===== config.mk =====
export PLATFORM = sky130hd
export DESIGN_NAME = bit_exec
export DESIGN_NICKNAME = d
export VERILOG_FILES = /design/src/common/bit_exec_pkg.sv /design/src/design/bit_exec.sv
export SDC_FILE = /design/constraint.sdc
export NUM_CORES = 1
export LEC_CHECK = 0
export BUFFER_PORTS_ARGS = -buffer_cell sky130_fd_sc_hd__buf_2
export CORE_MARGIN = 4
export CORE_UTILIZATION = 35
export CTS_BUF_LIST = sky130_fd_sc_hd__clkbuf_8
export DETAILED_ROUTE_END_ITERATION = 10
export HOLD_SLACK_MARGIN = 0.02
export PLACE_DENSITY_LB_ADDON = 0.12
export SYNTH_ARGS = -nofsm -noshare
export SYNTH_HDL_FRONTEND = slang
export SYNTH_SLANG_ARGS = --single-unit

===== constraint.sdc =====
create_clock -name core_clk -period 1.4 [get_ports core_clk]
set_clock_uncertainty 0.05 [all_clocks]
set_input_delay 0.35 -clock core_clk [delete_from_list [all_inputs] [get_ports core_clk]]
set_output_delay 0.35 -clock core_clk [all_outputs]
set_load 0.02 [all_outputs]

===== src/common/bit_exec_pkg.sv =====
// Package for the bit test/skip and bit set execution block
// Overview of operation
// - On the test-skip-when-clear opcode the selected bit of the addressed register is examined and the next instruction is skipped when it is zero.
// - When skipping, the instruction word prefetched during the test is discarded and not executed.
// - A no-operation cycle replaces the discarded word, so the test takes one cycle or two when skipping.
// - The bit instructions carry a 7-bit register address (0 to 127) and a 3-bit bit position (0 to 7) in one word.
package bit_exec_pkg;
  localparam int         INSTR_W       = 14;
  localparam int         ADDR_W        = 7;
  localparam int         BITSEL_W      = 3;
  localparam int         DATA_W        = 8;
  localparam int         OPC_LSB       = 10;
  localparam int         BITSEL_LSB    = 7;
  localparam logic [3:0] OPC_TEST_CLR  = 4'h6;
  localparam logic [3:0] OPC_SET       = 4'h5;
  localparam logic [INSTR_W-1:0] NOP_WORD = 14'h0000;

  typedef struct packed {
    logic [3:0]          opc;
    logic [BITSEL_W-1:0] bit_pos;
    logic [ADDR_W-1:0]   addr;
  } instr_fields_t;

  typedef struct packed {
    logic              en;
    logic [ADDR_W-1:0] addr;
    logic [DATA_W-1:0] data;
  } reg_write_t;

  typedef enum logic [0:0] {
    ST_RUN   = 1'h0,
    ST_FLUSH = 1'h1
  } exec_state_t;
endpackage : bit_exec_pkg


===== src/design/bit_exec.sv =====
// Execution of the bit test/skip-when-clear and bit set instructions
`timescale 1ns/1ns
module bit_exec
  import bit_exec_pkg::*;
(
  input  wire logic                core_clk,
  input  wire logic                rst,
  input  wire logic                instr_valid,
  input  wire logic [INSTR_W-1:0]  instr_word,
  output logic      [ADDR_W-1:0]   rd_addr,
  input  wire logic [DATA_W-1:0]   rd_data,
  output reg_write_t               reg_wr,
  output logic                     discard_fetch,
  output logic                     nop_cycle,
  output logic [INSTR_W-1:0]       exec_word
);

  // Split an instruction word into its fields; used for the bit select and the read and write address
  function automatic instr_fields_t split_word(input logic [INSTR_W-1:0] w);
    instr_fields_t f;
    f.opc     = w[INSTR_W-1:OPC_LSB];
    f.bit_pos = w[OPC_LSB-1:BITSEL_LSB];
    f.addr    = w[ADDR_W-1:0];
    return f;
  endfunction : split_word

  // Opcode class of a raw word; decode asks it for both instructions
  function automatic logic opc_is(input logic [INSTR_W-1:0] w,
                                  input logic [3:0]         opc);
    return (w[INSTR_W-1:OPC_LSB] == opc);
  endfunction : opc_is

  // Decoded fields and classes of the word on the bus this cycle
  instr_fields_t      f_now;
  logic               in_run;
  logic               is_test;
  logic               is_set;
  logic               bit_val;
  logic               skip_now;

  // Skip state
  exec_state_t        state_ff;
  exec_state_t        nxt_state;

  // Registered write towards the register file
  reg_write_t         wr_ff;
  reg_write_t         nxt_wr;

  // Word handed on to execution
  logic [INSTR_W-1:0] word_ff;
  logic [INSTR_W-1:0] nxt_word;

  // Field split; the address leaves at once so the read lands this cycle
  assign f_now   = split_word(instr_word);
  assign rd_addr = f_now.addr;

  // Decode only while running: a word shown in a flush cycle is the dropped one
  assign in_run  = (state_ff == ST_RUN);
  assign is_test = instr_valid && in_run && opc_is(instr_word, OPC_TEST_CLR);
  assign is_set  = instr_valid && in_run && opc_is(instr_word, OPC_SET);

  // Bit under test, and the skip decision
  assign bit_val  = rd_data[f_now.bit_pos];
  assign skip_now = is_test && !bit_val;

  // Skip state: a clear bit opens one flush cycle for the prefetched word
  always_comb begin
    nxt_state = state_ff;
    case (state_ff)
      ST_RUN: begin
        if (skip_now) begin
          nxt_state = ST_FLUSH;
        end
      end
      ST_FLUSH: begin
        // Never longer than one cycle, so no second word is lost
        nxt_state = ST_RUN;
      end
      default: begin
        nxt_state = ST_RUN;
      end
    endcase
  end

  // Skip state register
  always_ff @(posedge core_clk or posedge rst) begin
    if (rst) begin
      state_ff <= ST_RUN;
    end else begin
      state_ff <= nxt_state;
    end
  end

  // Skip outputs straight from the state flop, free of decode glitches
  assign discard_fetch = (state_ff == ST_FLUSH);
  assign nop_cycle     = (state_ff == ST_FLUSH);

  // A clear bit must skip
  a_skip_on_clear: assert property (@(posedge core_clk) disable iff (rst)
    is_test && !bit_val |=> discard_fetch)
    else $error("clear bit did not skip");

  // A set bit must not skip
  a_no_skip_set: assert property (@(posedge core_clk) disable iff (rst)
    is_test && bit_val |=> !discard_fetch)
    else $error("set bit skipped");

  // The flush is one cycle, two in all for a skipping test
  a_flush_one: assert property (@(posedge core_clk) disable iff (rst)
    discard_fetch |=> !discard_fetch)
    else $error("flush longer than one cycle");

  // A no-op cycle only ever follows a test that found its bit clear
  a_nop_pair: assert property (@(posedge core_clk) disable iff (rst)
    nop_cycle |-> $past(instr_valid) && ($past(instr_word[INSTR_W-1:OPC_LSB]) == OPC_TEST_CLR)
      && !$past(rd_data[instr_word[OPC_LSB-1:BITSEL_LSB]]))
    else $error("no-op without a skipping test");

  // A bit set never skips
  a_set_no_skip: assert property (@(posedge core_clk) disable iff (rst)
    is_set |=> !discard_fetch)
    else $error("bit set caused a skip");

  // Skip scenarios, back-to-back skips and a write straight after a flush
  c_skip:      cover property (@(posedge core_clk) disable iff (rst)
    is_test && !bit_val);
  c_noskp:     cover property (@(posedge core_clk) disable iff (rst)
    is_test && bit_val);
  c_back:      cover property (@(posedge core_clk) disable iff (rst)
    discard_fetch ##1 is_set);
  c_skip_skip: cover property (@(posedge core_clk) disable iff (rst)
    discard_fetch ##1 (is_test && !bit_val));

  // Executed word: the taken word, or a no-op when none is taken
  always_comb begin
    nxt_word = NOP_WORD;
    case (state_ff)
      ST_RUN: begin
        if (instr_valid) begin
          nxt_word = instr_word;
        end
      end
      ST_FLUSH: begin
        // The prefetched word is dropped and a no-op runs in its place
        nxt_word = NOP_WORD;
      end
      default: begin
        nxt_word = NOP_WORD;
      end
    endcase
  end

  // Executed word register; reset shows a no-op
  always_ff @(posedge core_clk or posedge rst) begin
    if (rst) begin
      word_ff <= NOP_WORD;
    end else begin
      word_ff <= nxt_word;
    end
  end

  // Data output from the flop
  assign exec_word = word_ff;

  // The dropped word must never reach execution
  a_flush_nop: assert property (@(posedge core_clk) disable iff (rst)
    discard_fetch |=> exec_word == NOP_WORD)
    else $error("flush did not insert nop");

  // A word taken outside a flush is passed on unchanged
  a_word_passed: assert property (@(posedge core_clk) disable iff (rst)
    instr_valid && !discard_fetch |=> exec_word == $past(instr_word))
    else $error("taken word not passed on");

  // Bit set: read-modify-write of the addressed register, one bit only
  always_comb begin
    nxt_wr = '0;
    if (is_set) begin
      // No status flags are touched, only the chosen bit
      nxt_wr.en   = 1'h1;
      nxt_wr.addr = f_now.addr;
      nxt_wr.data = rd_data | (DATA_W'(1) << f_now.bit_pos);
    end
  end

  // Write register; the write lands one cycle after the bit-set word
  always_ff @(posedge core_clk or posedge rst) begin
    if (rst) begin
      wr_ff <= '0;
    end else begin
      wr_ff <= nxt_wr;
    end
  end

  // Write port from the flop
  assign reg_wr = wr_ff;

  // A bit set must write
  a_set_write: assert property (@(posedge core_clk) disable iff (rst)
    is_set |=> reg_wr.en)
    else $error("bit set write missing");

  // Only the chosen bit is raised, the rest read back unchanged
  a_set_bits: assert property (@(posedge core_clk) disable iff (rst)
    is_set |=> reg_wr.data == ($past(rd_data) | (DATA_W'(1) << $past(instr_word[OPC_LSB-1:BITSEL_LSB]))))
    else $error("bit set data wrong");

  // The write goes to the address field of the word
  a_addr_field: assert property (@(posedge core_clk) disable iff (rst)
    is_set |=> reg_wr.addr == $past(instr_word[ADDR_W-1:0]))
    else $error("address field wrong");

  // No write without a bit set
  a_no_stray_wr: assert property (@(posedge core_clk) disable iff (rst)
    !is_set |=> !reg_wr.en)
    else $error("unexpected write");

  // A dropped bit-set word must not write either
  a_flush_no_wr: assert property (@(posedge core_clk) disable iff (rst)
    discard_fetch |=> !reg_wr.en)
    else $error("dropped word wrote");

  // A plain bit set
  c_set:       cover property (@(posedge core_clk) disable iff (rst)
    is_set);

endmodule : bit_exec


# Yosys cells after proc, flatten, opt, wreduce, memory -nomap -nowiden
# Index checks and enable logic that the tools add are counted.
# Widths: inputs -> output; s select.
# totals
register_bits,31
output_inout_bits,39
input_bits,25
# classes
order_cmp,1
mux,7
shifts,1
n_bitwise,2
n_reduce_logical,5
n_eq_ne,2
# op_table
op,n
$pmux 14 s2,1
$mux 16,1
$mux 14,1
$eq 4x3->1 const B,2
$or 8x8->8,1
$shl 1x3->8 const A,1
$logic_and 1x1->1,4
$lt 3x4->1 const B,1
$bmux 1 s3,1
$mux 1,2
$pmux 1 s2,1
$logic_not 1->1,1
$not 1->1,1

# Logic depth before layout (Yosys ltp)
# depth
depth_word,6
depth_mapped,5

# Least setup slack after synthesis
# No wires, ideal clock.
# synth_path
path_type,register to register
startpoint,register state_ff (netlist: discard_fetch)
endpoint,"register wr_ff, in the netlist reg_wr[10]"
path_slack_ns,-0.066
required_ns,1.284
setup_ns,0.066
path_buffers,1
path_stages_with_launch,6
t_arrival_ns,1.350
synth_period_minus_slack_ns,1.466
cell_sequence,dfrtp_1 nand4bb_1 or3b_1 buf_6 clkinv_2 and2_1
# synth_lines
element,line,rtl
start: declaration,bit_exec.sv:42,exec_state_t state_ff;
start signal: assignment,bit_exec.sv:90,state_ff <= nxt_state;
end signal: assignment,bit_exec.sv:191,wr_ff <= nxt_wr;
end: declaration,bit_exec.sv:46,reg_write_t wr_ff;

==> reports/qor.csv <==
metric,value,unit
outcome,finished with violations,
failing checks,setup timing,
post-synthesis compound-gate area fraction,4.184,%
xor and xnor area share after synthesis,0,%
Seq cells post-synth,31,
Worst-Margin Slew,435.6,ps
Longest Clk Path Bufs,2,
Initial Util,37.94,%
routed length per placed instance,12.02,um
Fill cells,300,
clock sink count,31,
Switching Fraction,23.65,%
"Cell Chain, Critical Path","nand4bb_4, or3b_4, buf_8, nor2_2",
Worst-path clk slew,60,ps
final std cells w/o fill,203,
simple-gate share of the synthesized area,16.84,%
Power Density,1094,nW/um^2
Max VDD drop,0.4673,mV
largest net degree at the start of global routing,32,
setup TNS,-3.784,ps
initial antenna violation count,0,
Max Slew Vio Count,0,
slowest cell delay on critical path,420,ps
Initial DRC Count,37,
CP Data Arrival Time,1560,ps
Final Core Density,53.37,%
max cap viols,0,
Placed Cells,195,
fin crit share,100.2,%
number of H-tree levels,2,
Final Power,0.001842,W
Ys Warns,0,
Rel. slew slack,70.83,%
r2r startpoint,discard_fetch$_DFF_PP0_,
Nets,183,
first-pass GRT wire length,3981,um
Netlist cell types,17,
die span in x,66.46,um
Vias/cell,4.266,
total gr overflow,0,
Core Region,3153,sq um
area of the mapped netlist,1196,sq um
DIE HEIGHT,66.46,um
Tot GR Track Use,12.64,%
Seq. cell area,777.0,sq um
# diodes,0,
Num CTS Buffers,5,
Fin. Hold Viols,0,
Peak Freq,712.9,MHz
drt pass-1 iters,4,
Switch Pwr,0.0004356,W
HPWL after DPL,1915,um
startpoint types,flop,
DRT Wirelength,2441,um
required time worst endpoint,1560,ps
setup bufs post-CTS,0,
sequential share of power,50.4,%
min cycle time layout,1403,ps
mux share of post-synthesis cell area,5.230,%
post-synthesis sequential area ratio,64.85,%
Int Pwr,0.001406,W
clk root buf,clkbuf_8,
Area Overhead vs Synth,40.69,%
row cnt,20,
Via Count,866,
clock network fraction of total power,36.9,%
die area,4417,sq um
TritonCTS clock tree,done,
remaining routing DRC violations,0,
RSZ-0062 raised after global routing,yes,
largest family of logic cells by synthesized area,simple AND/OR/NAND/NOR gates,
Worst Path Max Fanout,8,
I/O pin count,64,
layout cells sized above 1,56.60,%
Final Setup Violations,2,
Synth Area in Adders,0,%
vias in the first global route,856,
setup ws final,-2.688,ps
CP endpoint kind,flop,
worst-skew pair later-pin latency,270,ps
gp weighted congestion,0.8205,
Comb power frac,12.7,%
Post-Syn Nets,118,
Critical-path top delay cell,or3b_4,
Hold Crit Class,in2async,
Setup crit start,discard_fetch$_DFF_PP0_,
Mapped Avg Cell Area,12.86,sq um
multi-input logic area,355.3,sq um
Mapped Cells,93,
Port Buf Inserts,63,
Leak,0.9480,nW
Setup CP Type,reg2reg,
Detail Route Antenna Nets,0,
kinds of logic after synthesis:
logic type | after synthesis
multiplexers | 5
buffers and inverters | 16
flip-flops | 31
AND/OR/NAND/NOR | 33
AO/OA/AOI/OAI | 8
flip-flops by register name, indices dropped and copies added, names as in the netlist:
register / count
reg_wr: 16
discard_fetch: 1
exec_word: 14
final cells by class:
type | instances | share of cell area, %
Inverter | 5 | 1.413
Timing Repair Buffer | 69 | 22.60
Multi-Input combinational cell | 46 | 21.12
Clock buffer | 6 | 4.907
Tap cell | 44 | 3.271
Clock inverter | 2 | 0.5204
Sequential cell | 31 | 46.17
placed cells by master (no fill, tap or decap), drive strengths merged:
| master | netlist | final |
|---|---|---|
| or3b | 1 | 1 |
| mux4 | 1 | 1 |
| nor2b | 1 | 1 |
| and4bb | 1 | 1 |
| a31oi | 8 | 8 |
| and2 | 21 | 21 |
| nor2 | 8 | 8 |
| buf | 10 | 69 |
| inv | 4 | 5 |
| clkbuf | 1 | 6 |
| dfrtp | 31 | 31 |
| clkinv | 1 | 2 |
| mux2i | 4 | 4 |
| nand4bb | 1 | 1 |
Yosys cell counts:
| cell type | instances | share of area [%] |
|---|---|---|
| inv_1 | 3 | 0.94 |
| nor2b_1 | 1 | 0.52 |
| mux4_2 | 1 | 1.9 |
| dfrtp_1 | 31 | 65 |
| and2_2 | 1 | 0.63 |
| clkinv_2 | 1 | 0.42 |
| nand4bb_1 | 1 | 0.94 |
| and4bb_1 | 1 | 1.0 |
| a31oi_1 | 8 | 4.2 |
| buf_6 | 2 | 1.9 |
| and2_1 | 20 | 10 |
| mux2i_1 | 4 | 3.3 |
| buf_4 | 8 | 5.0 |
| inv_2 | 1 | 0.31 |
| clkbuf_1 | 1 | 0.31 |
| nor2_1 | 8 | 2.5 |
| or3b_1 | 1 | 0.73 |
path summary, 6_finish.rpt:
kind,endpoint,slack [ps],cells past startpoint
max,reg_wr[3]$_DFF_PP0_,-3,4
min,exec_word[13]$_DFF_PP0_,90,3
max reg2reg,reg_wr[3]$_DFF_PP0_,-3,4
min reg2reg,discard_fetch$_DFF_PP0_,690,2
max in group asynchronous,discard_fetch$_DFF_PP0_,920,3
min in group core_clk,exec_word[13]$_DFF_PP0_,260,2
worst max-delay path: cells and delay by family (launching register included):
family	cells	cell delay (ps)
buf+inv	1	160
simple gates	3	720
flops	1	410
layer usage:
| layer | vias up | wire (um) | GRT usage (%) | share of wire (%) |
|---|---|---|---|---|
| met2 | 41 | 1217 | 20.82 | 50 |
| met4 | 0 | 28 | 9.137 | 1.1 |
| met1 | 402 | 969 | 13.59 | 40 |
| li1 | 421 | - | - | - |
| met3 | 2 | 225 | 3.879 | 9.2 |
| met5 | - | 0 | 0 | 0 |
what timing repair did:
action | in CTS | in global routing
resized for setup | 7 | 9
pin swaps | 4 | 1
hold buffers | 0 | 0
setup endpoints to repair | 29 | 16
metrics by stage:
| stage | worst slack (ps) | hold WS, ps | cell area (sq um) |
|---|---|---|---|
| 2_1_floorplan | -11.38 | 403.4 | 1201 |
| 3_3_place_gp | -122.8 | 389.9 | 1530 |
| 5_1_grt | -67.95 | 118.8 | 1683 |
| 3_5_place_dp | -148.2 | 394.9 | 1530 |
| 4_1_cts | -28.83 | 93.29 | 1654 |
| 6_report | -2.688 | 86.07 | 1683 |
power groups by stage:
stage               registers [W]  clock network [W]  logic, W
global placement         0.000945                  0  0.000224
floorplan                0.000982                  0  0.000103
detailed placement       0.000945                  0  0.000228
global route             0.000930           0.000767  0.000259
finish                   0.000929           0.000679  0.000234
CTS                      0.000929           0.000714  0.000235
(Power assumes the default switching activity.)
